<file path="src/crf_pkg.sv">
package crf_pkg;

	// Wishbone register indices (byte address = index * 4)
	localparam logic [3:0] REG_ACC     = 4'h0;
	localparam logic [3:0] REG_INDEX   = 4'h1;
	localparam logic [3:0] REG_SP      = 4'h2;
	localparam logic [3:0] REG_PC      = 4'h3;
	localparam logic [3:0] REG_FLAGS   = 4'h4;
	localparam logic [3:0] REG_OP      = 4'h5;
	localparam logic [3:0] REG_OPERAND = 4'h6;
	localparam logic [3:0] REG_STATUS  = 4'h7;

	// Reset values
	localparam logic [15:0] SP_RESET     = 16'h00FF;
	localparam logic [7:0]  SP_LOW_TOP   = 8'hFF;
	localparam logic [15:0] VEC_HIGH_ADR = 16'hFFFE;
	localparam logic [15:0] VEC_LOW_ADR  = 16'hFFFF;

	// Flag bit positions
	localparam int FLAG_C = 0;
	localparam int FLAG_Z = 1;
	localparam int FLAG_N = 2;
	localparam int FLAG_I = 3;
	localparam int FLAG_H = 4;
	localparam int FLAG_V = 7;
	localparam logic [7:0] FLAGS_FIXED = 8'h60;
	localparam logic [7:0] FLAGS_RESET = 8'h68;

	// Operation codes written to the op register
	typedef enum logic [4:0] {
		OP_NOP, OP_ADD, OP_ADC, OP_SUB, OP_SBC, OP_AND, OP_ORA, OP_EOR,
		OP_ASL, OP_LSR, OP_ROL, OP_ROR, OP_DAA, OP_LDA, OP_TEST_BIT,
		OP_PUSH_A, OP_PULL_A, OP_PUSH_H, OP_PULL_H, OP_RSP, OP_CLI, OP_SEI,
		OP_JUMP, OP_FETCH, OP_INTR, OP_RTI, OP_ADR_IX, OP_ADR_SP, OP_SET_X,
		OP_SET_H
	} crf_op_t;

	typedef enum logic [2:0] {
		ST_BOOT_HI, ST_BOOT_LO, ST_IDLE, ST_MEM, ST_RTI
	} crf_state_t;

	localparam logic [2:0] RTI_BYTES = 3'h4;

endpackage : crf_pkg
</file>
<file path="src/crf_core.sv">
// Function
// RULE_01: Eight-bit accumulator holds operands and results
// RULE_02: Index pair from high and low bytes
// RULE_03: Indexed address derives from index pair
// RULE_04: Stack pointer resets to low page top
// RULE_05: Stack reset op sets low byte ones
// RULE_06: Push decrements, pull increments stack pointer
// RULE_07: Stack offset modes use stack pointer base
// RULE_08: Counter steps on fetch, loads on jumps
// RULE_09: Reset vector loads counter, high byte first
// RULE_10: Flag bits six and five read one
// RULE_11: Overflow flag follows signed overflow
// RULE_12: Half carry from bit three into four
// RULE_13: Decimal adjust uses half carry, carry
// RULE_14: Mask blocks interrupts; set after stacking
// RULE_15: Interrupt entry never stacks index high
// RULE_16: Highest priority pending request served first
// RULE_17: Return op restores flags from stack
// RULE_18: Reset sets mask; clear op clears
// RULE_19: Negative flag copies result bit seven
// RULE_20: Zero flag set on zero result
// RULE_21: Carry from add, borrow, shifts, bit test
// RULE_22: Unaffected flags keep previous values
`timescale 1ns/100ps
`default_nettype none
module crf_core (
	// System
	input  wire logic        clock,
	input  wire logic        rst,
	// Wishbone slave
	input  wire logic        wb_cyc_i,
	input  wire logic        wb_stb_i,
	input  wire logic        wb_we_i,
	input  wire logic [5:0]  wb_adr_i,
	input  wire logic [3:0]  wb_sel_i,
	input  wire logic [31:0] wb_dat_i,
	output logic      [31:0] wb_dat_o,
	output logic             wb_ack_o,
	// Memory port
	output logic             mem_req,
	output logic             mem_we,
	output logic      [15:0] mem_adr,
	output logic      [7:0]  mem_wdata,
	input  wire logic        mem_ack,
	input  wire logic [7:0]  mem_rdata,
	// Interrupt requests, bit 0 highest priority
	input  wire logic [7:0]  irq_req,
	output logic             irq_taken,
	output logic      [2:0]  irq_num
);

	logic [7:0]  acc_q;
	logic [7:0]  idx_hi_q;
	logic [7:0]  idx_lo_q;
	logic [15:0] sp_q;
	logic [15:0] pc_q;
	logic [7:0]  flags_q;
	logic [7:0]  operand_q;
	logic [15:0] eff_adr_q;
	logic [2:0]  cnt_q;
	logic        pull_h_q;
	logic [31:0] rdata_q;
	logic        ack_q;
	logic        mreq_q;
	logic        mwe_q;
	logic [15:0] madr_q;
	logic [7:0]  mwd_q;
	logic        itk_q;
	logic [2:0]  inum_q;
	crf_pkg::crf_state_t st_q;

	// Bus decode
	wire        wb_hit  = wb_cyc_i & wb_stb_i & ~ack_q;
	wire        wb_wr   = wb_hit & wb_we_i & wb_sel_i[0];
	wire [3:0]  wb_reg  = wb_adr_i[5:2];
	wire        wr_op   = wb_wr & (wb_reg == crf_pkg::REG_OP) & (st_q == crf_pkg::ST_IDLE);
	wire [4:0]  op_code = wb_dat_i[4:0];
	wire [7:0]  wbyte   = wb_dat_i[7:0];
	wire [15:0] wword   = {(wb_sel_i[1] ? wb_dat_i[15:8] : 8'h00), wb_dat_i[7:0]};
	wire [7:0]  flags_rd = flags_q | crf_pkg::FLAGS_FIXED; // RULE_10
	wire [15:0] index_pair = {idx_hi_q, idx_lo_q}; // RULE_02

	// Arithmetic
	wire        cin      = flags_q[crf_pkg::FLAG_C];
	wire        use_c    = (op_code == crf_pkg::OP_ADC) | (op_code == crf_pkg::OP_SBC);
	wire        is_sub   = (op_code == crf_pkg::OP_SUB) | (op_code == crf_pkg::OP_SBC);
	wire [7:0]  opnd     = is_sub ? ~operand_q : operand_q;
	wire        cadd     = is_sub ? ~(use_c & cin) : (use_c & cin);
	wire [4:0]  low_sum  = {1'b0, acc_q[3:0]} + {1'b0, opnd[3:0]} + {4'h0, cadd};
	wire [8:0]  sum      = {1'b0, acc_q} + {1'b0, opnd} + {8'h00, cadd};
	wire        ovf      = (acc_q[7] == opnd[7]) & (sum[7] != acc_q[7]);

	// Decimal adjust correction
	wire        hf       = flags_q[crf_pkg::FLAG_H];
	wire        lo_fix   = hf | (acc_q[3:0] > 4'h9);
	wire        hi_fix   = cin | (acc_q > 8'h99);
	wire [7:0]  daa_cor  = {(hi_fix ? 4'h6 : 4'h0), (lo_fix ? 4'h6 : 4'h0)}; // RULE_13
	wire [8:0]  daa_sum  = {1'b0, acc_q} + {1'b0, daa_cor};

	// Highest priority pending request, before the mask is applied
	function automatic logic [3:0] pick_irq(input logic [7:0] req);
		pick_irq = 4'h8;
		for (int i = 7; i >= 0; i--)
			if (req[i])
				pick_irq = 4'(i);
	endfunction : pick_irq

	function automatic logic [7:0] nz_flags(input logic [7:0] f, input logic [7:0] r);
		nz_flags = f;
		nz_flags[crf_pkg::FLAG_N] = r[7]; // RULE_19
		nz_flags[crf_pkg::FLAG_Z] = (r == 8'h00); // RULE_20
	endfunction : nz_flags

	wire [3:0]  irq_sel = pick_irq(irq_req); // RULE_16
	wire        irq_ok  = ~flags_q[crf_pkg::FLAG_I] & ~irq_sel[3]; // RULE_14

	// Result and flags of an operation
	logic [7:0] res;
	logic [7:0] nflags;
	logic       wr_acc;
	always_comb
	begin
		res    = acc_q;
		nflags = flags_q; // RULE_22
		wr_acc = 1'b1;
		case (crf_pkg::crf_op_t'(op_code))
			crf_pkg::OP_ADD, crf_pkg::OP_ADC:
			begin
				res = sum[7:0];
				nflags[crf_pkg::FLAG_H] = low_sum[4]; // RULE_12
				nflags[crf_pkg::FLAG_C] = sum[8]; // RULE_21
				nflags[crf_pkg::FLAG_V] = ovf; // RULE_11
			end
			crf_pkg::OP_SUB, crf_pkg::OP_SBC:
			begin
				res = sum[7:0];
				nflags[crf_pkg::FLAG_C] = ~sum[8]; // RULE_21
				nflags[crf_pkg::FLAG_V] = ovf; // RULE_11
			end
			crf_pkg::OP_AND: begin res = acc_q & operand_q; nflags[crf_pkg::FLAG_V] = 1'b0; end
			crf_pkg::OP_ORA: begin res = acc_q | operand_q; nflags[crf_pkg::FLAG_V] = 1'b0; end
			crf_pkg::OP_EOR: begin res = acc_q ^ operand_q; nflags[crf_pkg::FLAG_V] = 1'b0; end
			crf_pkg::OP_ASL, crf_pkg::OP_ROL:
			begin
				res = {acc_q[6:0], (op_code == crf_pkg::OP_ROL) & cin};
				nflags[crf_pkg::FLAG_C] = acc_q[7]; // RULE_21
				nflags[crf_pkg::FLAG_V] = acc_q[7] ^ res[7];
			end
			crf_pkg::OP_LSR, crf_pkg::OP_ROR:
			begin
				res = {(op_code == crf_pkg::OP_ROR) & cin, acc_q[7:1]};
				nflags[crf_pkg::FLAG_C] = acc_q[0]; // RULE_21
				nflags[crf_pkg::FLAG_V] = acc_q[0] ^ res[7];
			end
			crf_pkg::OP_DAA:
			begin
				res = daa_sum[7:0];
				nflags[crf_pkg::FLAG_C] = hi_fix | daa_sum[8]; // RULE_13
			end
			crf_pkg::OP_LDA: begin res = operand_q; nflags[crf_pkg::FLAG_V] = 1'b0; end
			crf_pkg::OP_TEST_BIT:
			begin
				wr_acc = 1'b0;
				nflags[crf_pkg::FLAG_C] = operand_q[acc_q[2:0]]; // RULE_21
			end
			default: wr_acc = 1'b0;
		endcase
		if (wr_acc)
			nflags = nz_flags(nflags, res);
	end

	wire alu_op = wr_op & (wr_acc | (op_code == crf_pkg::OP_TEST_BIT));

	// Memory sequencing
	wire mem_done = mreq_q & mem_ack;

	always_ff @(posedge clock or posedge rst)
	begin
		if (rst)
		begin
			acc_q     <= 8'h00;
			idx_hi_q  <= 8'h00;
			idx_lo_q  <= 8'h00;
			sp_q      <= crf_pkg::SP_RESET; // RULE_04
			pc_q      <= 16'h0000;
			flags_q   <= crf_pkg::FLAGS_RESET; // RULE_18
			operand_q <= 8'h00;
			eff_adr_q <= 16'h0000;
			cnt_q     <= 3'h0;
			pull_h_q  <= 1'b0;
			mreq_q    <= 1'b0;
			mwe_q     <= 1'b0;
			madr_q    <= 16'h0000;
			mwd_q     <= 8'h00;
			itk_q     <= 1'b0;
			inum_q    <= 3'h0;
			st_q      <= crf_pkg::ST_BOOT_HI;
		end
		else
		begin
			itk_q <= 1'b0;
			case (st_q)
				crf_pkg::ST_BOOT_HI:
				begin
					mreq_q <= ~mem_done;
					madr_q <= mem_done ? crf_pkg::VEC_LOW_ADR : crf_pkg::VEC_HIGH_ADR;
					if (mem_done)
					begin
						pc_q[15:8] <= mem_rdata; // RULE_09
						st_q       <= crf_pkg::ST_BOOT_LO;
					end
				end
				crf_pkg::ST_BOOT_LO:
				begin
					mreq_q <= ~mem_done;
					if (mem_done)
					begin
						pc_q[7:0] <= mem_rdata; // RULE_09
						st_q      <= crf_pkg::ST_IDLE;
					end
				end
				crf_pkg::ST_MEM:
				begin
					if (mem_done)
					begin
						mreq_q <= 1'b0;
						st_q   <= crf_pkg::ST_IDLE;
						if (!mwe_q && pull_h_q)
							idx_hi_q <= mem_rdata;
						if (!mwe_q && !pull_h_q)
						begin
							acc_q   <= mem_rdata;
							flags_q <= nz_flags(flags_q, mem_rdata);
						end
					end
				end
				crf_pkg::ST_RTI:
				begin
					if (mem_done)
					begin
						case (cnt_q)
							3'h0: flags_q <= mem_rdata | crf_pkg::FLAGS_FIXED; // RULE_17
							3'h1: acc_q <= mem_rdata;
							3'h2: idx_lo_q <= mem_rdata;
							3'h3: pc_q[15:8] <= mem_rdata;
							default: pc_q[7:0] <= mem_rdata;
						endcase
						cnt_q  <= cnt_q + 3'h1;
						sp_q   <= sp_q + 16'h0001; // RULE_06
						madr_q <= sp_q + 16'h0002;
						mreq_q <= (cnt_q != crf_pkg::RTI_BYTES);
						if (cnt_q == crf_pkg::RTI_BYTES)
							st_q <= crf_pkg::ST_IDLE;
					end
				end
				crf_pkg::ST_IDLE:
				begin
					if (alu_op)
					begin
						if (wr_acc)
							acc_q <= res; // RULE_01
						flags_q <= nflags | crf_pkg::FLAGS_FIXED; // RULE_22
					end
					else if (wr_op)
					begin
						case (crf_pkg::crf_op_t'(op_code))
							crf_pkg::OP_PUSH_A, crf_pkg::OP_PUSH_H:
							begin
								mreq_q <= 1'b1;
								mwe_q  <= 1'b1;
								madr_q <= sp_q;
								mwd_q  <= (op_code == crf_pkg::OP_PUSH_H) ? idx_hi_q : acc_q;
								sp_q   <= sp_q - 16'h0001; // RULE_06
								st_q   <= crf_pkg::ST_MEM;
							end
							crf_pkg::OP_PULL_A, crf_pkg::OP_PULL_H:
							begin
								mreq_q   <= 1'b1;
								mwe_q    <= 1'b0;
								madr_q   <= sp_q + 16'h0001;
								pull_h_q <= (op_code == crf_pkg::OP_PULL_H);
								sp_q     <= sp_q + 16'h0001; // RULE_06
								st_q     <= crf_pkg::ST_MEM;
							end
							crf_pkg::OP_RSP: sp_q[7:0] <= crf_pkg::SP_LOW_TOP; // RULE_05
							crf_pkg::OP_CLI: flags_q[crf_pkg::FLAG_I] <= 1'b0; // RULE_18
							crf_pkg::OP_SEI: flags_q[crf_pkg::FLAG_I] <= 1'b1;
							crf_pkg::OP_JUMP: pc_q <= wb_dat_i[23:8]; // RULE_08
							crf_pkg::OP_FETCH: pc_q <= pc_q + 16'h0001; // RULE_08
							crf_pkg::OP_ADR_IX: eff_adr_q <= index_pair + wb_dat_i[23:8]; // RULE_03
							crf_pkg::OP_ADR_SP: eff_adr_q <= sp_q + wb_dat_i[23:8]; // RULE_07
							crf_pkg::OP_SET_X: idx_lo_q <= wb_dat_i[15:8];
							crf_pkg::OP_SET_H: idx_hi_q <= wb_dat_i[15:8];
							crf_pkg::OP_RTI:
							begin
								mreq_q <= 1'b1;
								mwe_q  <= 1'b0;
								madr_q <= sp_q + 16'h0001;
								cnt_q  <= 3'h0;
								st_q   <= crf_pkg::ST_RTI;
							end
							crf_pkg::OP_INTR:
							begin
								if (irq_ok)
								begin
									sp_q    <= sp_q - 16'h0005; // RULE_15
									flags_q[crf_pkg::FLAG_I] <= 1'b1; // RULE_14
									pc_q    <= wb_dat_i[23:8]; // RULE_08
									itk_q   <= 1'b1;
									inum_q  <= irq_sel[2:0]; // RULE_16
								end
							end
							default: ;
						endcase
					end
					else if (wb_wr)
					begin
						case (wb_reg)
							crf_pkg::REG_ACC: acc_q <= wbyte; // RULE_01
							crf_pkg::REG_INDEX: {idx_hi_q, idx_lo_q} <= wword; // RULE_02
							crf_pkg::REG_SP: sp_q <= wword;
							crf_pkg::REG_PC: pc_q <= wword;
							crf_pkg::REG_FLAGS: flags_q <= wbyte | crf_pkg::FLAGS_FIXED; // RULE_10
							crf_pkg::REG_OPERAND: operand_q <= wbyte;
							default: ;
						endcase
					end
				end
				default: st_q <= crf_pkg::ST_IDLE;
			endcase
		end
	end

	// Bus answer
	wire [31:0] rd_mux =
		(wb_reg == crf_pkg::REG_ACC)     ? {24'h00_0000, acc_q} :
		(wb_reg == crf_pkg::REG_INDEX)   ? {16'h0000, index_pair} :
		(wb_reg == crf_pkg::REG_SP)      ? {16'h0000, sp_q} :
		(wb_reg == crf_pkg::REG_PC)      ? {16'h0000, pc_q} :
		(wb_reg == crf_pkg::REG_FLAGS)   ? {24'h00_0000, flags_rd} :
		(wb_reg == crf_pkg::REG_OPERAND) ? {24'h00_0000, operand_q} :
		(wb_reg == crf_pkg::REG_STATUS)  ? {13'h0000, st_q, eff_adr_q} :
		32'h0000_0000;

	always_ff @(posedge clock or posedge rst)
	begin
		if (rst)
		begin
			ack_q   <= 1'b0;
			rdata_q <= 32'h0000_0000;
		end
		else
		begin
			ack_q   <= wb_hit;
			rdata_q <= wb_hit ? rd_mux : 32'h0000_0000;
		end
	end

	assign wb_ack_o  = ack_q;
	assign wb_dat_o  = rdata_q;
	assign mem_req   = mreq_q;
	assign mem_we    = mwe_q;
	assign mem_adr   = madr_q;
	assign mem_wdata = mwd_q;
	assign irq_taken = itk_q;
	assign irq_num   = inum_q;

endmodule : crf_core
`default_nettype wire

</file>
<file path="config.mk">
export PLATFORM = sky130hd
export DESIGN_NAME = crf_core
export DESIGN_NICKNAME = d
export VERILOG_FILES = /design/src/crf_pkg.sv /design/src/crf_core.sv
export SDC_FILE = /design/constraint.sdc
export NUM_CORES = 1
export LEC_CHECK = 0
export ABC_CLOCK_PERIOD_IN_PS = 8340
export BUFFER_PORTS_ARGS = -buffer_cell sky130_fd_sc_hd__buf_2
export CAP_MARGIN = 10
export CORE_ASPECT_RATIO = 0.75
export CORE_MARGIN = 2
export CORE_UTILIZATION = 35
export CTS_BUF_LIST = sky130_fd_sc_hd__clkbuf_16
export DETAILED_ROUTE_END_ITERATION = 7
export GPL_ROUTABILITY_DRIVEN = 0
export GPL_TIMING_DRIVEN = 0
export MAX_ROUTING_LAYER = met4
export PLACE_DENSITY = 0.48
export SLEW_MARGIN = 20
export SYNTH_ARGS = -nofsm -noshare
export SYNTH_HDL_FRONTEND = slang
export SYNTH_SLANG_ARGS = --single-unit
</file>
<file path="constraint.sdc">
create_clock -name clock -period 8.34 [get_ports clock]
set_input_delay 1.668 -clock clock [delete_from_list [all_inputs] [get_ports clock]]
set_output_delay 1.668 -clock clock [all_outputs]
set_load 0.05 [all_outputs]
</file>
## Word-level counts from Yosys, hierarchy flattened

Index checks and enable logic that the tools add are counted.

- Register bits: 145
- Input port bits: 64
- Output and inout bits: 63
- Word-level logic and storage cells: 330

- $add $sub $neg: 13
- Order comparisons: 3
- Equality and inequality tests: 83
- Muxes and demuxes: 122
- Bitwise operators: 34
- Reductions and logical operators: 52

Operators by type and width:

| kind | count |
|---|---|
| $mux 8 | 34 |
| $mux 16 | 15 |
| $mux 19 | 8 |
| $pmux 8 s3 | 5 |
| $pmux 16 s2 | 3 |
| $pmux 16 s3 | 2 |
| $eq 5x5->1 const B | 14 |
| $pmux 8 s8 | 1 |
| $mux 3 | 16 |
| $reduce_and 9->1 | 5 |
| $reduce_and 7->1 | 6 |
| $eq 5x4->1 const B | 8 |
| $mux 4 | 9 |
| $add 16x1->16 const B | 2 |
| $add 16x16->16 | 2 |
| $pmux 8 s2 | 2 |
| $pmux 8 s4 | 1 |
| $ne 3x2->1 const B | 10 |
| $ne 2x2->1 const B | 11 |
| $eq 5x3->1 const B | 4 |
| $reduce_and 5->1 | 4 |
| $mux 1 | 17 |
| $add 16x2->16 const B | 1 |
| $eq 4x3->1 const B | 4 |
| other kinds (55) | 123 |

## Depth between registers and ports, before layout

Gate-level depths: netlist (run 1).

- Depth after elaboration: 15
- Gate-level depth with buffers: 18
- Gate-level depth less buffers: 14

## Worst setup path after synthesis (run 1)

No wires, ideal clock.

- Path type: input-to-reg
- Start: in wb_dat_i[3]
- End: reg eff_adr_q[14]
- Setup time: 0.137 ns
- Arrival: 5.375 ns
- Required time: 8.203 ns
- Setup slack: 2.828 ns
- Stages: 15
- Buffers on the path: 4
- Cell sequence: buf_2 clkbuf_1 buf_1 nand3b_1 nor2_1 clkbuf_1 mux2_2 fa_1 a211oi_1 o21ai_0 a21oi_1 o211ai_1 a41oi_1 xor2_1 o21ai_0

- Cells in the longest elaborated chain, start to end: 7
- Elaborated cells between the ends (all ways): 24
- Classes of those cells: eq/ne (16); mux (2); bitwise (3); reduce/logical (3)

Ends and longest elaborated chain:

| item | RTL line | source |
|---|---|---|
| from (decl) | crf_core.sv:36 | `input wire logic [31:0] wb_dat_i,` |
| $eq 5x2->1 (tied with other cells) | crf_core.sv:126 | `case (crf_pkg::crf_op_t'(op_code))` |
| $reduce_or 13->1 (no source line) | - |  |
| $mux 1 | crf_core.sv:126 |  |
| $or 1x1->1 | crf_core.sv:172 | `wire alu_op = wr_op & (wr_acc \| (op_code == crf_pkg::OP_TEST_BIT));` |
| $and 1x1->1 | crf_core.sv:172 |  |
| $not 1->1 (no source line) | - |  |
| $reduce_and 4->1 (no source line) | - |  |
| to (signal assigned) | crf_core.sv:290 | `crf_pkg::OP_ADR_IX: eff_adr_q <= index_pair + wb_dat_i[23:8];` |
| to (signal assigned) | crf_core.sv:291 | `crf_pkg::OP_ADR_SP: eff_adr_q <= sp_q + wb_dat_i[23:8];` |
| to (decl) | crf_core.sv:59 | `logic [15:0] eff_adr_q;` |

Several ways; a longest one is shown, not always the timed one.
A chain may end at the register's enable or synchronous reset.

## Worst setup path in the final report (run 1)

- Start: in wb_dat_i[2]
- End: reg flags_q[7]

- Cells in the longest elaborated chain, start to end: 11
- Elaborated cells between the ends (all ways): 42
- Classes of those cells: add/sub (2); eq/ne (19); mux (6); bitwise (9); reduce/logical (6)

Ends and longest elaborated chain:

| item | RTL line | source |
|---|---|---|
| branches (longest 11 deep; another with $add 8x8->9) | - |  |
| to (signal assigned) | crf_core.sv:233 | `flags_q <= nz_flags(flags_q, mem_rdata);` |
| to (signal assigned) | crf_core.sv:242 | `3'h0: flags_q <= mem_rdata \| crf_pkg::FLAGS_FIXED;` |
| to (signal assigned) | crf_core.sv:262 | `flags_q <= nflags \| crf_pkg::FLAGS_FIXED;` |
| to (decl) | crf_core.sv:57 | `logic [7:0] flags_q;` |

Parallel ways; which one is timed is not known. The select of a mux whose other input is x is not followed.

==> metrics.cfg, run 1 <==
[setup_path]
critPathRequiredTime_ps=8720
cp_slowest_cell=a2111oi_0
crit_path_max_incr_delay_ps=860
worstPathArrival_ps=7220
crit_chain=buf_2, buf_2, buf_2, buf_1, clkbuf_1, a22o_1, nand2_1, xnor2_1, fa_1, a211oi_1, o21bai_1, a2111oi_0, o21ai_0, a211oi_1, o221ai_1, a31oi_1
path_max_fanout=10
critPathKind=input port to register
endpoint_kind=register
cpMostUsedCell=buf_2
cp-start-kind=input port

[synth]
yosys.area.top_type=dfrtp_1
synth_cell_type_count=94
ys.flop_type=dfrtp_1
ys_seq_area_frac=0.292
synthTopCellsByArea=dfrtp_1 (27%), ha_1 (5.8%), nand2_1 (5.5%), o21ai_0 (5.1%), a21oi_1 (4.9%)
synth_edf_count=0
syn_area_sq_um=12300
synth_common_cells=nand2_1 (180), dfrtp_1 (134), nor2_1 (130)
ys_ff_latch=143
async_reset_ff_frac=1.00
yosysWarningCount=0
synth.most_common_cell=nand2_1
syn_avg_cell_area_sq_um=7.96
synth_cells=1546
yosys.area.top_type_share=0.272

[sta]
worstMarginPinSlew_ps=1210
setup-tns-final_ps=0
min_period_ps=6840
clock.fmax_mhz=146
drv_slew=0
finalCritPeriodShare=0.820
hold_viol=0
fin_skew_ps=16.2
rsz0062_at_grt=false
max_slew_margin=0.193
setup_viol=0

[routing]
wl_per_cell_um=25.5
ant_nets=0
post-route-drc-count=8
vias_per_cell=6.17
wl_um=54900
drt_iter0_markers=2246
first_pass_iters=8
via_count=13274

[clocking]
ctsResizeCount=0
cts_buffer_depth=2
post_cts_buffers=0
cts_hold_buf=0
cts_sinks=143
htreeDepth=4
numCtsBuffers=17
clockRootBuffer=clkbuf_16
cts.clk_slew.worst_paths_ps=70
cts_tree=built
clkLatencyLatePin_ps=460

[power_and_ir_drop]
switchingPower_uw=2320
power.density_nw_per_um2=318
vdd_drop_max_mv=0.170
p_int_uw=2150
p_leak_uw=0.00577
pwr-share-comb=0.571
swShare=0.520
clockPowerShare=0.179
p_seq_frac=0.251

[layout]
layout-drive-gt1-share=0.144
multi_input_area_sq_um=8120
nFillCells=3713
regArea_sq_um=3590
final_util=0.406
fin_nets=1804
area_growth_pct=14.3

[floorplanning]
die_y_um=166
start_util=0.355
io_pins=127
die_x_um=221
dieArea_sq_um=36700
rows=59
core_sq_um=34700

[grt]
grt_max_degree=88
track_usage=0.309
grt_pass1_vias=12155
antenna_found_initial=1
grt-ovfl-total=0
grt_pass1_wl_um=81500

[placement]
dp_hpwl_um=42300
io_buffers=98

[status]
outcome=finished, violations left
violations=DRC

[worst_hold_path]
min_path_type=register to register

[job]
cap_violations=0

[flip-flops by register name, indices dropped and copies added (netlist names), 3 cells and up]
name       cells
acc_q          8
cnt_q          3
eff_adr_q     16
flags_q        6
idx_hi_q       8
idx_lo_q       8
irq_num        3
mem_adr       16
mem_wdata      8
operand_q      8
pc_q          16
sp_q          16
st_q           3
wb_dat_o      19
[worst max-delay path: cells and delay by family]
family	cells	cell delay [ps]
adder cells (fa/ha/maj)	1	480
buffers and inverters	5	1620
XOR/XNOR	1	290
AND/OR/NAND/NOR	1	400
AO/OA/AOI/OAI	8	2760
[cell families (layout without fill, tap and decap cells)]
logic type | after synthesis | after routing | synth area share
buffers and inverters | 160 | 294 | 0.0544
other | 1 | 14 | 0.000305
AND/OR/NAND/NOR | 549 | 549 | 0.220
adder cells (fa/ha/maj) | 63 | 63 | 0.0661
flip-flops | 143 | 143 | 0.292
XOR/XNOR | 49 | 49 | 0.0349
AO/OA/AOI/OAI | 520 | 520 | 0.278
multiplexers | 61 | 61 | 0.0550
[path summary, 6_finish.rpt]
kind	slack, ps	start	cells past startpoint	end
min in group asynchronous	1320	rst	2	eff_adr_q[9]
min	480	irq_num[2]	2	irq_num[2]
max reg2reg	4280	sp_q[0]	12	eff_adr_q[14]
max in group asynchronous	6190	rst	3	sp_q[2]
max	1500	wb_dat_i[2]	16	flags_q[7]
min reg2reg	480	irq_num[2]	2	irq_num[2]
[power by group through the flow]
stage,clock [uW],combinational [uW],sequential [uW]
floorplan,0,1600,1170
global placement,0,2440,1120
detailed placement,0,2460,1120
CTS,811,2480,1110
global route,843,2760,1140
finish,799,2550,1120
[routing by layer]
metal,share of wire,GRT usage,vias up
met1,0.47,0.469,6410
met2,0.40,0.410,787
met5,0,-,-
met3,0.10,0.0643,96
met4,0.021,0.0719,0
li1,-,-,5981
[cell usage in the layout (no fill, tap or decap), types with 10 or more instances in the layout]
| master | instances |
|---|---|
| nor2b_1 | 22 |
| o22ai_1 | 18 |
| o211ai_1 | 19 |
| dfrtp_1 | 134 |
| xnor2_1 | 30 |
| a21oi_1 | 121 |
| xor2_1 | 19 |
| a222oi_1 | 12 |
| a21o_1 | 15 |
| a22o_1 | 19 |
| clkbuf_1 | 87 |
| mux2i_1 | 26 |
| mux2_2 | 30 |
| nand2_1 | 180 |
| conb_1 | 13 |
| a22oi_1 | 17 |
| buf_4 | 14 |
| inv_1 | 36 |
| and3_1 | 16 |
| o31ai_1 | 13 |
| a31oi_1 | 33 |
| and2_1 | 21 |
| ha_1 | 57 |
| buf_2 | 116 |
| a221oi_1 | 17 |
| nand4_1 | 11 |
| nor3_1 | 29 |
| clkbuf_16 | 17 |
| nor4_1 | 12 |
| nand2b_1 | 22 |
| nor2_1 | 129 |
| a211oi_1 | 18 |
| nand3b_1 | 10 |
| o21ai_0 | 126 |
| nand3_1 | 41 |
| or2_2 | 11 |
[final cells by class]
| cell class | instances | share of cell area |
|---|---|---|
| multi-input combinational | 1255 | 0.577 |
| sequential | 143 | 0.255 |
| timing repair buffer | 102 | 0.0381 |
| tap | 457 | 0.0406 |
| inverter | 38 | 0.0107 |
| buffer | 122 | 0.0374 |
| clock inverter | 15 | 0.0107 |
| antenna | 1 | 0.000178 |
| clock buffer | 17 | 0.0302 |
[per-stage QoR]
step | hold WS (ps) | instance area [sq um] | total power (uW) | setup slack [ps] | std cells
2_1_floorplan | 441 | 12400 | 2770 | 2830 | 1558
3_3_place_gp | 463 | 13400 | 3560 | 439 | 2113
3_5_place_dp | 472 | 13500 | 3580 | 1260 | 2117
4_1_cts | 489 | 14100 | 4400 | 1720 | 2149
5_1_grt | 502 | 14100 | 4740 | 1430 | 2150
6_report | 482 | 14100 | 4470 | 1500 | 2150
Note: power is estimated with default switching activity, not from simulation.
==> run 2, diff against run 1 <==
ABC_CLOCK_PERIOD_IN_PS = 5600   (was 8340)
PLACE_DENSITY = 0.5   (was 0.48)
clock period = 5.6 ns   (was 8.34 ns; I/O delays follow)
==> run 2 against run 1 <==
  * The flow now finishes without violations
  * Worst hold slack got worse by 0.88 ps
  * Global-route usage decreased by 0.21 points
  * Flip-flop and latch count did not move
  * Combinational power increased by 49%
  * Critical endpoint is now eff_adr_q[14]
==> metrics.cfg, run 2 (synthesis results as in run 1) <==
[power_and_ir_drop]
p_leak_uw=0.00580
vdd_drop_max_mv=0.337
total_power_uw=6670
power.density_nw_per_um2=473

[setup_path]
rr_endpoint=flags_q[1]
critPathKind=input port to register
ff2ff_setup_slack_ps=1690
critPathRequiredTime_ps=5920
cp-start-kind=input port
worstPathArrival_ps=5670
r2r-start=acc_q[2]
endpoint_kind=register
path_max_fanout=10
worst_r2r_path_depth=11

[grt]
grt-ovfl-total=0
grt_pass1_wl_um=81100
grt_max_degree=78
grt_pass1_vias=12268
antenna_found_initial=0
track_usage=0.306

[sta]
fin_skew_ps=13.4
worstMarginPinSlew_ps=1130
setup_viol=0
max_slew_margin=0.245
clock.fmax_mhz=187
rsz0062_at_grt=true
min_period_ps=5350
final.setup.worst_slack_ps=253
hold_viol=0
finalCritPeriodShare=0.955
setup-tns-final_ps=0
drv_slew=0

[routing]
drt_iter0_markers=2102
wl_per_cell_um=25.4
via_count=13225
ant_nets=0
wl_um=54500
post-route-drc-count=0
vias_per_cell=6.15
first_pass_iters=6

[layout]
largest_reg_flops=19
regArea_sq_um=3590
final_common_cell=nand2_1
final_util=0.406
layout-drive-gt1-share=0.148
num_antenna_cells=0
nFillCells=3732
stdcell_count=2149
multi_input_area_sq_um=8140
layout_common_cells=nand2_1 (180), dfrtp_1 (134), nor2_1 (128)
fin_nets=1804
area_growth_pct=14.6

[clocking]
numCtsBuffers=17
cts_tree=built
cts_hold_buf=0
clockRootBuffer=clkbuf_16
cts_buffer_depth=2
cts_sinks=143
cts.clk_slew.worst_paths_ps=70
htreeDepth=4
clkLatencyLatePin_ps=470
post_cts_buffers=0

[floorplanning]
rows=59
dieArea_sq_um=36700
core_sq_um=34700
die_y_um=166
die_x_um=221
start_util=0.355
io_pins=127

[status]
outcome=completed

[placement]
io_buffers=98
place_inst=2117
dp_hpwl_um=41800
dp_slack_ps=-909

[worst_hold_path]
holdPathStages=2
whs_endpoint=irq_num[0]
min-delay-start=irq_num[0]
min_path_type=register to register

[job]
cap_violations=0

## run 2: cell count changes in the layout (fill, tap and decap cells not counted), moves of 2 or more
cell	delta
clkbuf_1	-3
clkbuf_2	+4
clkinvlp_4	-3
buf_1	-2
## run 2: worst max-delay path, cell delays in order
cell,delay [ps]
buf_2,130
buf_2,230
buf_2,270
buf_2,290
buf_2,300
nand2_1,160
nor2_4,360
clkbuf_4,330
mux2_2,390
fa_1,460
a211oi_1,360
o21ai_0,190
a21oi_2,260
o211ai_1,170
a41oi_1,400
xor2_1,170
o21ai_0,80
## run 2: what timing repair did
item	4_1_cts	5_1_grt
gates resized for setup	4	10
setup endpoints to repair	8	7
endpoints found under the hold margin	0	0
## run 2: layout make-up
| type | instances | share of cell area |
|---|---|---|
| Clock inverter | 15 | 0.0107 |
| Clock buffer | 17 | 0.0302 |
| Tap cell | 457 | 0.0406 |
| Multi-Input combinational cell | 1255 | 0.577 |
| Timing Repair Buffer | 102 | 0.0380 |
| Inverter | 38 | 0.0106 |
| Sequential cell | 143 | 0.255 |
| Buffer | 122 | 0.0380 |
## run 2: report_power, final
group          leakage, uW  switching (uW)  internal [uW]
Clock             0.000275             567            627
Sequential         0.00177             359           1310
Combinational      0.00375            2540           1260
## run 2: worst max-delay path by stage
stage,cells after the start,slack (ps),to,start
global route,17,-10,eff_adr_q[14],wb_dat_i[0]
finish,17,250,eff_adr_q[14],wb_dat_i[0]
global placement,2,-1680,irq_taken,rst
detailed placement,17,-910,eff_adr_q[14],wb_dat_i[0]
floorplan,15,640,eff_adr_q[14],wb_dat_i[3]
CTS,16,10,flags_q[7],wb_dat_i[2]
## run 2: routing by layer
| layer | GRT usage | vias to the layer above | share of wire |
|---|---|---|---|
| li1 | - | 5975 | - |
| met1 | 0.454 | 6386 | 0.46 |
| met2 | 0.411 | 766 | 0.40 |
| met3 | 0.0751 | 98 | 0.11 |
| met4 | 0.0774 | 0 | 0.023 |
| met5 | - | - | 0 |
## run 2: metrics by stage
step	area [sq um]	hold slack, ps
2_1_floorplan	12400	441
3_3_place_gp	13400	461
3_5_place_dp	13500	470
4_1_cts	14100	489
5_1_grt	14100	503
6_report	14100	481
